[src/rtl/tmcc_defs.svh]
// Constants for the 16-bit capture/compare timer with pulse output.
// Included by the package and the timer module; holds definitions only.
`ifndef TMCC_DEFS_SVH
`define TMCC_DEFS_SVH

// ==========================================================================
// Operating mode codes
`define TMCC_MODE_STOP 2'h0
`define TMCC_MODE_FREE 2'h1
`define TMCC_MODE_TRIG_CLEAR 2'h2
`define TMCC_MODE_PPG 2'h3

// ==========================================================================
// Valid edge codes, one two-bit field per trigger input
`define TMCC_EDGE_FALL 2'h0
`define TMCC_EDGE_RISE 2'h1
`define TMCC_EDGE_NONE 2'h2
`define TMCC_EDGE_BOTH 2'h3

// ==========================================================================
// Reset values and counter limits
`define TMCC_COUNT_MAX 16'hFFFF
`define TMCC_COUNT_ZERO 16'h0000
`define TMCC_REG_RESET 16'h0000

`endif

[src/rtl/tmcc_pkg.sv]
// Types shared by the timer modules.
// Relies on tmcc_defs.svh for the encodings.
`include "tmcc_defs.svh"

package tmcc_pkg;

   // =======================================================================
   // Mode and edge selections
   typedef enum logic [1:0] {
      TMCC_STOP = `TMCC_MODE_STOP,
      TMCC_FREE = `TMCC_MODE_FREE,
      TMCC_PPG = `TMCC_MODE_PPG,
      TMCC_TRIG_CLEAR = `TMCC_MODE_TRIG_CLEAR
   } tmcc_mode_t;

   typedef enum logic [1:0] {
      TMCC_FALL = `TMCC_EDGE_FALL,
      TMCC_RISE = `TMCC_EDGE_RISE,
      TMCC_NONE = `TMCC_EDGE_NONE,
      TMCC_BOTH = `TMCC_EDGE_BOTH
   } tmcc_edge_t;

endpackage : tmcc_pkg

[src/rtl/tmcc_timer.sv]
// 16-bit up-counter with two capture/compare registers and pulse output.
// Assumes pins and control bits are synchronous to clk_i (the count clock).
//
// Contract
// - Mode 01 counts up every count clock.
// - After FFFFH set overflow, wrap, keep counting.
// - Compare A match raises first interrupt, no clear.
// - Compare B match raises second interrupt, no clear.
// - Capture A source selectable between both triggers.
// - Capture B uses only first trigger input.
// - Second trigger edge use disables output pin.
// - Both compare: toggle output on either match.
// - Capture B on trigger A edge, second interrupt.
// - Both capture: toggle only on edge if enabled.
// - Only second trigger enabled: no capture into B.
// - Mode 11 restarts on A match, B sets width.
// - Period A plus one, duty B+1 over A+1.
// - Counter reads current count while running.
// - Two-bit edge select per trigger input.
// - Reverse-phase capture into A without first interrupt.
`timescale 1ns/10ps
`default_nettype none
`include "tmcc_defs.svh"

module tmcc_timer
#(
   parameter int CNT_W = 16
)
(
   input wire logic clk_i,
   input wire logic resetn_i,
   input wire tmcc_pkg::tmcc_mode_t op_mode_i,
   input wire logic cc_a_capture_i,
   input wire logic cc_b_capture_i,
   input wire logic reverse_phase_capture_sel_i,
   input wire logic output_toggle_on_edge_i,
   input wire tmcc_pkg::tmcc_edge_t edge_sel_a_i,
   input wire tmcc_pkg::tmcc_edge_t edge_sel_b_i,
   input wire logic trigger_in_a_i,
   input wire logic trigger_in_b_i,
   input wire logic reg_a_wr_i,
   input wire logic reg_b_wr_i,
   input wire logic [CNT_W-1:0] wr_data_i,
   input wire logic overflow_clear_i,
   output logic [CNT_W-1:0] up_counter_o,
   output logic [CNT_W-1:0] cycle_capture_reg_a_o,
   output logic [CNT_W-1:0] width_capture_reg_b_o,
   output logic overflow_flag_o,
   output logic irq_match_a_o,
   output logic irq_match_b_o,
   output logic timer_out_pin_o
);
   import tmcc_pkg::*;

   logic [CNT_W-1:0] up_counter;
   logic edge_a;
   logic rev_a;
   logic edge_b;
   logic running;
   logic match_a;
   logic match_b;
   logic cap_a;
   logic cap_b;
   logic pin_blocked;
   logic toggle;

   // ========================================================================
   // Trigger edge detection
   tmcc_edge_det u_edge_a
   (
      .clk_i(clk_i),
      .resetn_i(resetn_i),
      .sig_i(trigger_in_a_i),
      .edge_sel_i(edge_sel_a_i),
      .valid_o(edge_a),
      .reverse_o(rev_a)
   );

   tmcc_edge_det u_edge_b
   (
      .clk_i(clk_i),
      .resetn_i(resetn_i),
      .sig_i(trigger_in_b_i),
      .edge_sel_i(edge_sel_b_i),
      .valid_o(edge_b),
      .reverse_o()
   );

   // ========================================================================
   // Event decode
   assign running = (op_mode_i != TMCC_STOP);
   assign match_a = running && !cc_a_capture_i
      && (up_counter == cycle_capture_reg_a_o);
   assign match_b = running && !cc_b_capture_i
      && (up_counter == width_capture_reg_b_o);
   assign cap_a = running && cc_a_capture_i
      && (reverse_phase_capture_sel_i ? rev_a : edge_b);
   assign cap_b = running && cc_b_capture_i && edge_a;
   // The pin doubles as the second trigger, so any edge use there owns it.
   assign pin_blocked = (edge_sel_b_i != TMCC_NONE);
   assign toggle = match_a || match_b
      || (output_toggle_on_edge_i && edge_a);

   // ========================================================================
   // Counter
   always_ff @(posedge clk_i or negedge resetn_i)
   begin
      if (!resetn_i)
         up_counter <= `TMCC_COUNT_ZERO;
      else if (op_mode_i == TMCC_PPG && match_a)
         up_counter <= `TMCC_COUNT_ZERO;
      else if (op_mode_i == TMCC_TRIG_CLEAR && edge_a)
         up_counter <= `TMCC_COUNT_ZERO;
      else if (running)
         up_counter <= up_counter + 1'b1;
   end

   assign up_counter_o = up_counter;

   // ========================================================================
   // Overflow flag; a wrap in the clearing cycle wins over the clear.
   always_ff @(posedge clk_i or negedge resetn_i)
   begin
      if (!resetn_i)
         overflow_flag_o <= 1'b0;
      else if ((op_mode_i == TMCC_FREE) && (up_counter == `TMCC_COUNT_MAX))
         overflow_flag_o <= 1'b1;
      else if (overflow_clear_i)
         overflow_flag_o <= 1'b0;
   end

   // ========================================================================
   // Capture/compare registers; a capture beats a software write.
   always_ff @(posedge clk_i or negedge resetn_i)
   begin
      if (!resetn_i)
         cycle_capture_reg_a_o <= `TMCC_REG_RESET;
      else if (cap_a)
         cycle_capture_reg_a_o <= up_counter;
      else if (reg_a_wr_i)
         cycle_capture_reg_a_o <= wr_data_i;
   end

   always_ff @(posedge clk_i or negedge resetn_i)
   begin
      if (!resetn_i)
         width_capture_reg_b_o <= `TMCC_REG_RESET;
      else if (cap_b)
         width_capture_reg_b_o <= up_counter;
      else if (reg_b_wr_i)
         width_capture_reg_b_o <= wr_data_i;
   end

   // ========================================================================
   // Interrupt requests, one-cycle pulses
   always_ff @(posedge clk_i or negedge resetn_i)
   begin
      if (!resetn_i)
      begin
         irq_match_a_o <= 1'b0;
         irq_match_b_o <= 1'b0;
      end
      else
      begin
         // Reverse-phase capture alone stays silent on the first request.
         irq_match_a_o <= match_a
            || (running && cc_a_capture_i && edge_b);
         irq_match_b_o <= match_b || cap_b;
      end
   end

   // ========================================================================
   // Timer output
   always_ff @(posedge clk_i or negedge resetn_i)
   begin
      if (!resetn_i)
         timer_out_pin_o <= 1'b0;
      else if (pin_blocked)
         timer_out_pin_o <= 1'b0;
      else if (op_mode_i == TMCC_PPG)
      begin
         // High for counts 0 to B, that is B+1 of the A+1 clocks.
         if (match_a)
            timer_out_pin_o <= 1'b1;
         else if (match_b)
            timer_out_pin_o <= 1'b0;
      end
      else if (running && toggle)
         timer_out_pin_o <= ~timer_out_pin_o;
   end
endmodule : tmcc_timer

`default_nettype wire

[src/rtl/tmcc_edge_det.sv]
// Valid-edge detector for one trigger input.
// Assumes the input is already synchronous to clk_i.
`timescale 1ns/10ps
`default_nettype none

module tmcc_edge_det
(
   input wire logic clk_i,
   input wire logic resetn_i,
   input wire logic sig_i,
   input wire tmcc_pkg::tmcc_edge_t edge_sel_i,
   output logic valid_o,
   output logic reverse_o
);
   import tmcc_pkg::*;

   logic prev;
   logic rise;
   logic fall;

   // ========================================================================
   // Previous level
   always_ff @(posedge clk_i or negedge resetn_i)
   begin
      if (!resetn_i)
         prev <= 1'b0;
      else
         prev <= sig_i;
   end

   assign rise = sig_i & ~prev;
   assign fall = ~sig_i & prev;

   // ========================================================================
   // Valid and reverse-phase edges
   // Both-edge selection has no opposite edge, so reverse stays quiet.
   always_comb
   begin
      case (edge_sel_i)
         TMCC_FALL:
         begin
            valid_o = fall;
            reverse_o = rise;
         end
         TMCC_RISE:
         begin
            valid_o = rise;
            reverse_o = fall;
         end
         TMCC_BOTH:
         begin
            valid_o = rise | fall;
            reverse_o = 1'b0;
         end
         default:
         begin
            valid_o = 1'b0;
            reverse_o = 1'b0;
         end
      endcase
   end

endmodule : tmcc_edge_det

`default_nettype wire

[config.mk]
export PLATFORM = sky130hd
export DESIGN_NAME = tmcc_timer
export DESIGN_NICKNAME = d
export VERILOG_FILES = /design/src/rtl/tmcc_pkg.sv /design/src/rtl/tmcc_timer.sv /design/src/rtl/tmcc_edge_det.sv
export VERILOG_INCLUDE_DIRS = /design/src /design/src/rtl
export SDC_FILE = /design/constraint.sdc
export NUM_CORES = 1
export LEC_CHECK = 0
export ABC_CLOCK_PERIOD_IN_PS = 2700
export BUFFER_PORTS_ARGS = -buffer_cell sky130_fd_sc_hd__buf_2
export CAP_MARGIN = 20
export CORE_MARGIN = 10
export CORE_UTILIZATION = 53
export DETAILED_ROUTE_END_ITERATION = 6
export MAX_ROUTING_LAYER = met4
export PLACE_DENSITY = 0.84
export SYNTH_ARGS = -nofsm -noshare
export SYNTH_HDL_FRONTEND = slang
export SYNTH_HIERARCHICAL = 1
export SYNTH_SLANG_ARGS = --single-unit
[constraint.sdc]
create_clock -name clk_i -period 2.7 [get_ports clk_i]
set_clock_uncertainty 0.15 [all_clocks]
set_input_delay 0.27 -clock clk_i [delete_from_list [all_inputs] [get_ports clk_i]]
set_output_delay 0.27 -clock clk_i [all_outputs]
set_load 0.02 [all_outputs]
==> results of run 1 <==
==> layout by cell type, fill, tap and decap left out <==
cell type / instances
xnor2_1: 30
nor2_1: 39
a2111o_1: 1
nor4_2: 1
o22ai_1: 2
buf_4: 12
a31oi_1: 2
nor3_1: 4
nand4_1: 10
a21oi_1: 17
bufinv_16: 1
nor2b_1: 1
or3_1: 1
or2b_2: 1
o211ai_1: 1
a21boi_2: 1
clkbuf_8: 5
nand2_1: 36
nand3_1: 5
ha_1: 5
and3_1: 3
o2111ai_1: 1
o41ai_1: 1
maj3_1: 1
clkinvlp_4: 1
xor2_1: 16
buf_2: 84
nor4_1: 1
mux2i_1: 36
nor2_2: 1
inv_1: 5
dlygate4sd3_1: 3
nand2b_1: 5
and4_2: 1
dfrtp_1: 54
clkbuf_1: 1
o21ai_0: 18
or2_2: 1
==> stage by stage <==
| step | hold slack [ns] | util (%) | cell area [sq um] | total power [mW] | instances |
|---|---|---|---|---|---|
| final | 0.0714 | 63.2 | 3700 | 2.39 | 483 |
| after global routing | 0.0820 | 63.2 | 3700 | 2.51 | 483 |
| after CTS | 0.0711 | 63.2 | 3700 | 2.40 | 483 |
| after detailed placement | 0.188 | 60.8 | 3560 | 1.84 | 472 |
| after global placement | 0.187 | 60.8 | 3560 | 1.81 | 472 |
| after floorplan | -0.176 | - | 3170 | 1.55 | 330 |
==> area by class of cell <==
type                            count  area share, %
Clock buffer                        6           1.96
Clock inverter                      2           1.01
Inverter                            5          0.507
Multi-Input combinational cell    242           42.8
Sequential cell                    54           36.5
Tap cell                           75           2.54
Timing Repair Buffer               99           14.6
==> registers in the layout, indices dropped and copies added (netlist names) <==
name and flops:
cycle_capture_reg_a_o 16, up_counter_o 16, width_capture_reg_b_o 16, irq_match_a_o 1
irq_match_b_o 1, overflow_flag_o 1, timer_out_pin_o 1, u_edge_a/prev 1
u_edge_b/prev 1
==> final timing paths <==
check                                startpoint                        to
worst max register to register    u_edge_a/prev           up_counter_o[6]
worst min register to register  overflow_flag_o           overflow_flag_o
max in group asynchronous              resetn_i           up_counter_o[4]
min in group asynchronous              resetn_i  cycle_capture_reg_a_o[8]
worst max-delay path             trigger_in_a_i           up_counter_o[6]
worst min-delay path             cc_a_capture_i             irq_match_a_o
==> report_power, final <==
| part | switching, mW | total (mW) | internal, mW |
|---|---|---|---|
| clock network | 0.279 | 0.556 | 0.277 |
| logic | 0.472 | 0.780 | 0.308 |
| registers | 0.133 | 1.05 | 0.918 |
==> repair_timing <==
item | 4_1_cts | 5_1_grt
gates resized for setup | 0 | 0
hold endpoints to repair | 29 | 0
hold buffers | 3 | 0
buffers inserted | 0 | 0
==> metal layers <==
metal / up-vias / wire (microns) / GRT usage (%)
met5: - / 0 / -
met4: 0 / 100 / 4.25
met3: 9 / 595 / 5.12
met2: 100 / 4370 / 31.8
met1: 1255 / 3740 / 22.5
li1: 1253 / - / -
==> tightest hold or removal path, delay by kind of cell <==
| kind | cells | cell delay (ns) |
|---|---|---|
| simple gates | 2 | 0.11 |
| buf+inv | 1 | 0.13 |
==> results.cfg, run 1 <==
[min_path]
hold_path.class = in2reg
min_path_cells = 3

[flow_run]
maxCapViolCount = 0

[setup_path]
cp_slowest_cell = dlygate4sd3_1
critPathCaptureType = register
regToRegSetupSlack_ns = 0.42
cp-start-kind = input pin
crit_type = in2reg
path_buf_inv = 4
critPathTopFamily = buffers and inverters
critPathMaxFanout = 9
required_ns = 2.77
path_depth = 10
crit_arrival_ns = 2.50
path_cells = dlygate4sd3_1 > buf_2 > inv_1 > ha_1 > mux2i_1 > o22ai_1 > or2b_2 > a21boi_2 > buf_4 > nor2_1
worst-r2r-cell-count = 8
critPathMaxStageDelay_ns = 0.53

[yosys]
synth.avg_cell_area_sq_um = 9.59
syn_inst = 330
synth_area_sq_um = 3170
yosys_warnings = 6
syn-num-nets = 368

[run_status]
outcome = complete, no violations

[die]
start_util_pct = 54.1
rows = 28
die_y_microns = 97.3
boundaryPins = 85
die_w_microns = 97.3
dieArea_sq_um = 9460
core_sq_um = 5850

[timing]
min_period_ns = 2.44
slew_viol_final = 0
slew_headroom_pct = 56.5
rsz0062_at_grt = false
fin_crit_sh_pct = 90.3
tns_ns = 0
fmax_mhz = 410
worst_slew_pin_slew_ns = 0.653
hold_viol = 0
setup_viol = 0
layout_setup_ws_ns = 0.262

[drt]
route.final.wire_length_microns = 8800
dr.pass1.iters = 5
vias = 2617
drt_iter0_drc = 188
drc_errors = 0
ant_nets = 0
vias_per_cell = 5.42
post_drt_wl_per_cell_microns = 18.2

[power]
p_per_area_nw_per_um2 = 645
cellLeakagePower_nw = 1.81
ir_worst_vdd_uv = 323

[cts]
cts.sinks = 54
cts-buffers-inserted = 5
cts_tree = built
path_clk_slew_ns = 0.10
cts_max_level = 2
insertion_delay_ns = 0.32
clk_path_buf_depth = 2
clk_root_buffer_cell = clkbuf_8

[global_route]
grt_max_degree = 33
track_usage_pct = 19.1
grt_overflow = 0
antenna_found_initial = 0
grt_pass1_vias = 2793
grt_first_pass_wirelength_microns = 14500

[final_layout]
nFillCells = 509
seq_area_sq_um = 1350
drive_above_1_share_pct = 26.7
multi_input_area_sq_um = 1590
antennaDiodeCount = 0
nets = 445
synthToLayoutAreaGrowth_pct = 16.9

[placement]
dpl.hpwl_microns = 6710
pre_cts_ws_ns = 0.457
place.gp.congestion = 0.900
port_buffers = 84
Note: power is estimated with default switching activity, not from simulation.
==> run 2: changes to the inputs <==
--- a/config.mk
+++ b/config.mk
@@ -9,7 +9,7 @@
 export ABC_CLOCK_PERIOD_IN_PS = 2700
 export BUFFER_PORTS_ARGS = -buffer_cell sky130_fd_sc_hd__buf_2
 export CAP_MARGIN = 20
-export CORE_MARGIN = 10
+export CORE_MARGIN = 2
 export CORE_UTILIZATION = 53
 export DETAILED_ROUTE_END_ITERATION = 6
 export MAX_ROUTING_LAYER = met4
==> run 2 against run 1 <==
  * Final cell count decreased by 0.41%
  * Global-route usage increased by 6.7 points
  * Design area about the same
  * Sequential power about the same
  * Die area decreased by 30%
  * Routed wire length decreased by 11%
  * Combinational power decreased by 1%
  * Critical path type unchanged
==> results.cfg, run 2 (synthesis results as in run 1) <==
[power]
p_per_area_nw_per_um2 = 639
ir_worst_vdd_uv = 283
cellLeakagePower_nw = 1.81
p_total_mw = 2.36

[final_layout]
seq_area_sq_um = 1350
drive_above_1_share_pct = 26.4
final_cell_mix = buf_2 (84), dfrtp_1 (54), nor2_1 (39)
nFillCells = 479
multi_input_area_sq_um = 1590
final_common_cell = buf_2
synthToLayoutAreaGrowth_pct = 16.8
antennaDiodeCount = 0
nets = 443

[die]
core_sq_um = 5850
boundaryPins = 85
dieArea_sq_um = 6610
die_w_microns = 81.3
start_util_pct = 54.1
die_y_microns = 81.3
rows = 28

[global_route]
antenna_found_initial = 0
grt_overflow = 0
grt_first_pass_wirelength_microns = 12600
track_usage_pct = 25.8
grt_max_degree = 33
grt_pass1_vias = 2589

[timing]
hold_viol = 0
tns_ns = 0
fin_crit_sh_pct = 91.0
rsz0062_at_grt = false
setup_viol = 0
worst_slew_pin_slew_ns = 0.587
slew_headroom_pct = 60.9
min_period_ns = 2.46
fmax_mhz = 407
slew_viol_final = 0
layout_setup_ws_ns = 0.244

[setup_path]
crit_arrival_ns = 2.50
critPathCaptureType = register
crit_type = in2reg
required_ns = 2.75
critPathMaxFanout = 9
regToRegSetupSlack_ns = 0.38
cp-start-kind = input pin

[drt]
post_drt_wl_per_cell_microns = 16.3
dr.pass1.iters = 4
ant_nets = 0
drt_iter0_drc = 192
vias = 2624
route.final.wire_length_microns = 7830
vias_per_cell = 5.46
drc_errors = 0

[cts]
path_clk_slew_ns = 0.10
cts-buffers-inserted = 5
cts.sinks = 54
cts_max_level = 2
post-cts-setup-buffers = 0
clk_path_buf_depth = 2
insertion_delay_ns = 0.31
cts_tree = built
clk_root_buffer_cell = clkbuf_8

[placement]
place.gp.congestion = 0.961
port_buffers = 84
pre_cts_ws_ns = 0.425
dpl.hpwl_microns = 5860

[run_status]
outcome = complete, no violations

[flow_run]
maxCapViolCount = 0

[min_path]
hold_path.class = in2reg
[run 2: cell types whose count changed in the layout (fill, tap and decap cells not counted), sizes merged]
cell / change
buf: -2
[run 2: layout make-up]
| cell class | instances | area share [%] |
|---|---|---|
| well taps | 75 | 2.54 |
| inverters | 5 | 0.508 |
| repair buffers | 97 | 14.6 |
| flip-flops and latches | 54 | 36.5 |
| clock buffers | 6 | 1.96 |
| multi-input cells | 242 | 42.9 |
| clock inverters | 2 | 1.02 |
[run 2: worst paths after layout]
path / depth (start not counted) / endpoint / from
max: 10 / up_counter_o[9] / trigger_in_a_i
min: 3 / irq_match_a_o / cc_a_capture_i
max reg2reg: 7 / up_counter_o[9] / up_counter_o[7]
min reg2reg: 2 / overflow_flag_o / overflow_flag_o
max in group asynchronous: 3 / up_counter_o[4] / resetn_i
min in group asynchronous: 2 / width_capture_reg_b_o[9] / resetn_i
[run 2: worst max-delay path: stages]
cell,delay [ns]
dlygate4sd3_1,0.53
buf_2,0.14
inv_1,0.05
ha_1,0.16
mux2i_1,0.07
o22ai_1,0.27
or2b_2,0.34
a21boi_2,0.37
buf_4,0.24
nor2_1,0.06
[run 2: stage by stage]
stage / utilization (%) / std cells / instance area (sq um) / hold WS, ns
5_1_grt: 63.2 / 481 / 3700 / 0.0960
4_1_cts: 63.2 / 481 / 3700 / 0.0799
6_report: 63.2 / 481 / 3700 / 0.0827
3_3_place_gp: 60.8 / 470 / 3560 / 0.150
2_1_floorplan: - / 330 / 3170 / -0.176
3_5_place_dp: 60.8 / 470 / 3560 / 0.151
[run 2: timing repair]
item	4_1_cts	5_1_grt
hold endpoints to repair	26	0
hold buffers	3	0
resized for setup	0	0
[run 2: metal layers]
layer | global-route usage [%] | share of wire, %
met4 | 7.29 | 2.3
met1 | 33.1 | 43
met5 | - | 0
met2 | 41.2 | 48
met3 | 5.56 | 6.3
[run 2: report_power, final]
group          total (mW)  internal (mW)  leakage (nW)  switching (mW)
clock network       0.545          0.277        0.0514           0.268
registers            1.05          0.918         0.672           0.130
logic               0.769          0.312          1.08           0.457
==> run 3: changes to the inputs <==
--- a/config.mk
+++ b/config.mk
@@ -14,6 +14,7 @@
 export DETAILED_ROUTE_END_ITERATION = 6
 export MAX_ROUTING_LAYER = met4
 export PLACE_DENSITY = 0.84
+export RECOVER_POWER = 100
 export SYNTH_ARGS = -nofsm -noshare
 export SYNTH_HDL_FRONTEND = slang
 export SYNTH_HIERARCHICAL = 1
==> run 3 against run 2 <==
  * Worst setup slack worse by 0.039 ns
  * Sequential share of layout area up 0.83 points
  * Utilization down 1.4 points
  * Global-route usage unchanged
  * Hold slack worse by 0.0066 ns
  * Critical path depth down 1
  * Non-clock buffer count unchanged
  * Design area down 2.2%
  * Critical endpoint unchanged
  * Largest cell class unchanged
  * Highest routed layer unchanged
==> results.cfg, run 3 (synthesis results as in run 1) <==
[die]
die_w_microns = 81.3
boundaryPins = 85
start_util_pct = 54.1
rows = 28
core_sq_um = 5850
die_y_microns = 81.3
dieArea_sq_um = 6610

[final_layout]
seq_area_sq_um = 1350
nFillCells = 521
drive_above_1_share_pct = 12.6
nets = 443
fin_util_pct = 61.8
final_common_cell = clkbuf_1
antennaDiodeCount = 0
multi_input_area_sq_um = 1580
synthToLayoutAreaGrowth_pct = 14.2
fin_area_sq_um = 3610
final_cell_mix = clkbuf_1 (56), dfrtp_1 (54), nor2_1 (39)

[drt]
drc_errors = 0
post_drt_wl_per_cell_microns = 16.3
vias_per_cell = 5.43
vias = 2611
route.final.wire_length_microns = 7820
dr.pass1.iters = 4
ant_nets = 0
drt_iter0_drc = 235

[setup_path]
reg2reg_to = up_counter_o[9]
timing.rr.start = up_counter_o[7]
regToRegSetupSlack_ns = 0.27
critPathCaptureType = register
required_ns = 2.75
crit_type = in2reg
critPathMaxFanout = 9
cp-start-kind = input pin
crit_arrival_ns = 2.55
worst-r2r-cell-count = 7

[cts]
post-cts-setup-buffers = 0
cts.sinks = 54
clk_root_buffer_cell = clkbuf_8
cts_tree = built
cts_hold_buf = 3
cts-buffers-inserted = 5
insertion_delay_ns = 0.31
clk_path_buf_depth = 2
cts_max_level = 2
cts-resized-gates = 0
path_clk_slew_ns = 0.10

[global_route]
track_usage_pct = 25.8
antenna_found_initial = 0
grt_overflow = 0
grt_first_pass_wirelength_microns = 12600
grt_max_degree = 33
grt_pass1_vias = 2589

[power]
ir_worst_vdd_uv = 274
p_per_area_nw_per_um2 = 645
pwr-share-comb_pct = 31.6
intPower_mw = 1.47
switching_power_mw = 0.861
cellLeakagePower_nw = 1.62
netSwitchingFraction_pct = 36.9
seqPwrFrac_pct = 45.1
clkPwrFrac_pct = 23.3

[timing]
fmax_mhz = 401
worst_slew_pin_slew_ns = 1.42
min_period_ns = 2.50
rsz0062_at_grt = false
setup_viol = 0
fin_crit_sh_pct = 92.4
tns_ns = 0
slew_headroom_pct = 5.37
slew_viol_final = 0
hold_viol = 0

[min_path]
min-delay-start = cc_a_capture_i
min_path_cells = 3
hold_path.class = in2reg
min_delay_worst_endpoint = irq_match_a_o

[placement]
place.gp.congestion = 0.961
dpl.hpwl_microns = 5860
place_area_sq_um = 3560
port_buffers = 84

[run_status]
outcome = complete, no violations

[flow_run]
maxCapViolCount = 0
## run 3: worst max-delay path by stage
stage / startpoint / endpoint / slack, ns / cells past startpoint
CTS: trigger_in_a_i / up_counter_o[9] / 0.26 / 10
detailed placement: up_counter_o[7] / up_counter_o[6] / 0.43 / 7
finish: trigger_in_a_i / up_counter_o[9] / 0.20 / 9
global placement: up_counter_o[12] / up_counter_o[4] / 0.56 / 7
floorplan: up_counter_o[14] / up_counter_o[11] / 0.68 / 8
global route: trigger_in_a_i / up_counter_o[13] / 0.06 / 9
## run 3: power by group through the flow
| stage | clock, mW | sequential (mW) | combinational (mW) |
|---|---|---|---|
| 3_3_place_gp | 0 | 1.06 | 0.755 |
| 2_1_floorplan | 0 | 1.15 | 0.397 |
| 4_1_cts | 0.552 | 1.05 | 0.774 |
| 6_report | 0.544 | 1.05 | 0.737 |
| 3_5_place_dp | 0 | 1.06 | 0.766 |
| 5_1_grt | 0.584 | 1.07 | 0.805 |
## run 3: cell type report
class	instances	area share, %
Clock buffer	6	2.01
Sequential cell	54	37.4
Inverter	5	0.519
Clock inverter	2	1.04
Timing Repair Buffer	97	12.8
Multi-Input combinational cell	242	43.7
Tap cell	75	2.60
## run 3: per-layer routing
metal	global-route usage (%)	vias up	routed length (microns)
met1	33.1	1242	3380
li1	-	1251	-
met5	-	-	0
met2	41.2	103	3780
met3	5.56	15	517
met4	7.29	0	148
## run 3: worst max-delay path, cell delays in order
cell           delay [ns]
dlygate4sd3_1        0.52
clkbuf_1             0.16
inv_1                0.06
ha_1                 0.29
o22ai_1              0.24
or2b_2               0.34
a21boi_2             0.37
buf_4                0.24
nor2_1               0.06
## run 3: metrics by stage
step | setup WS (ns) | cells | power (mW) | hold WS (ns)
finish | 0.205 | 481 | 2.33 | 0.0761
global route | 0.0612 | 481 | 2.46 | 0.0960
CTS | 0.257 | 481 | 2.37 | 0.0799
detailed placement | 0.425 | 470 | 1.83 | 0.151
global placement | 0.559 | 470 | 1.81 | 0.150
floorplan | 0.680 | 330 | 1.55 | -0.176
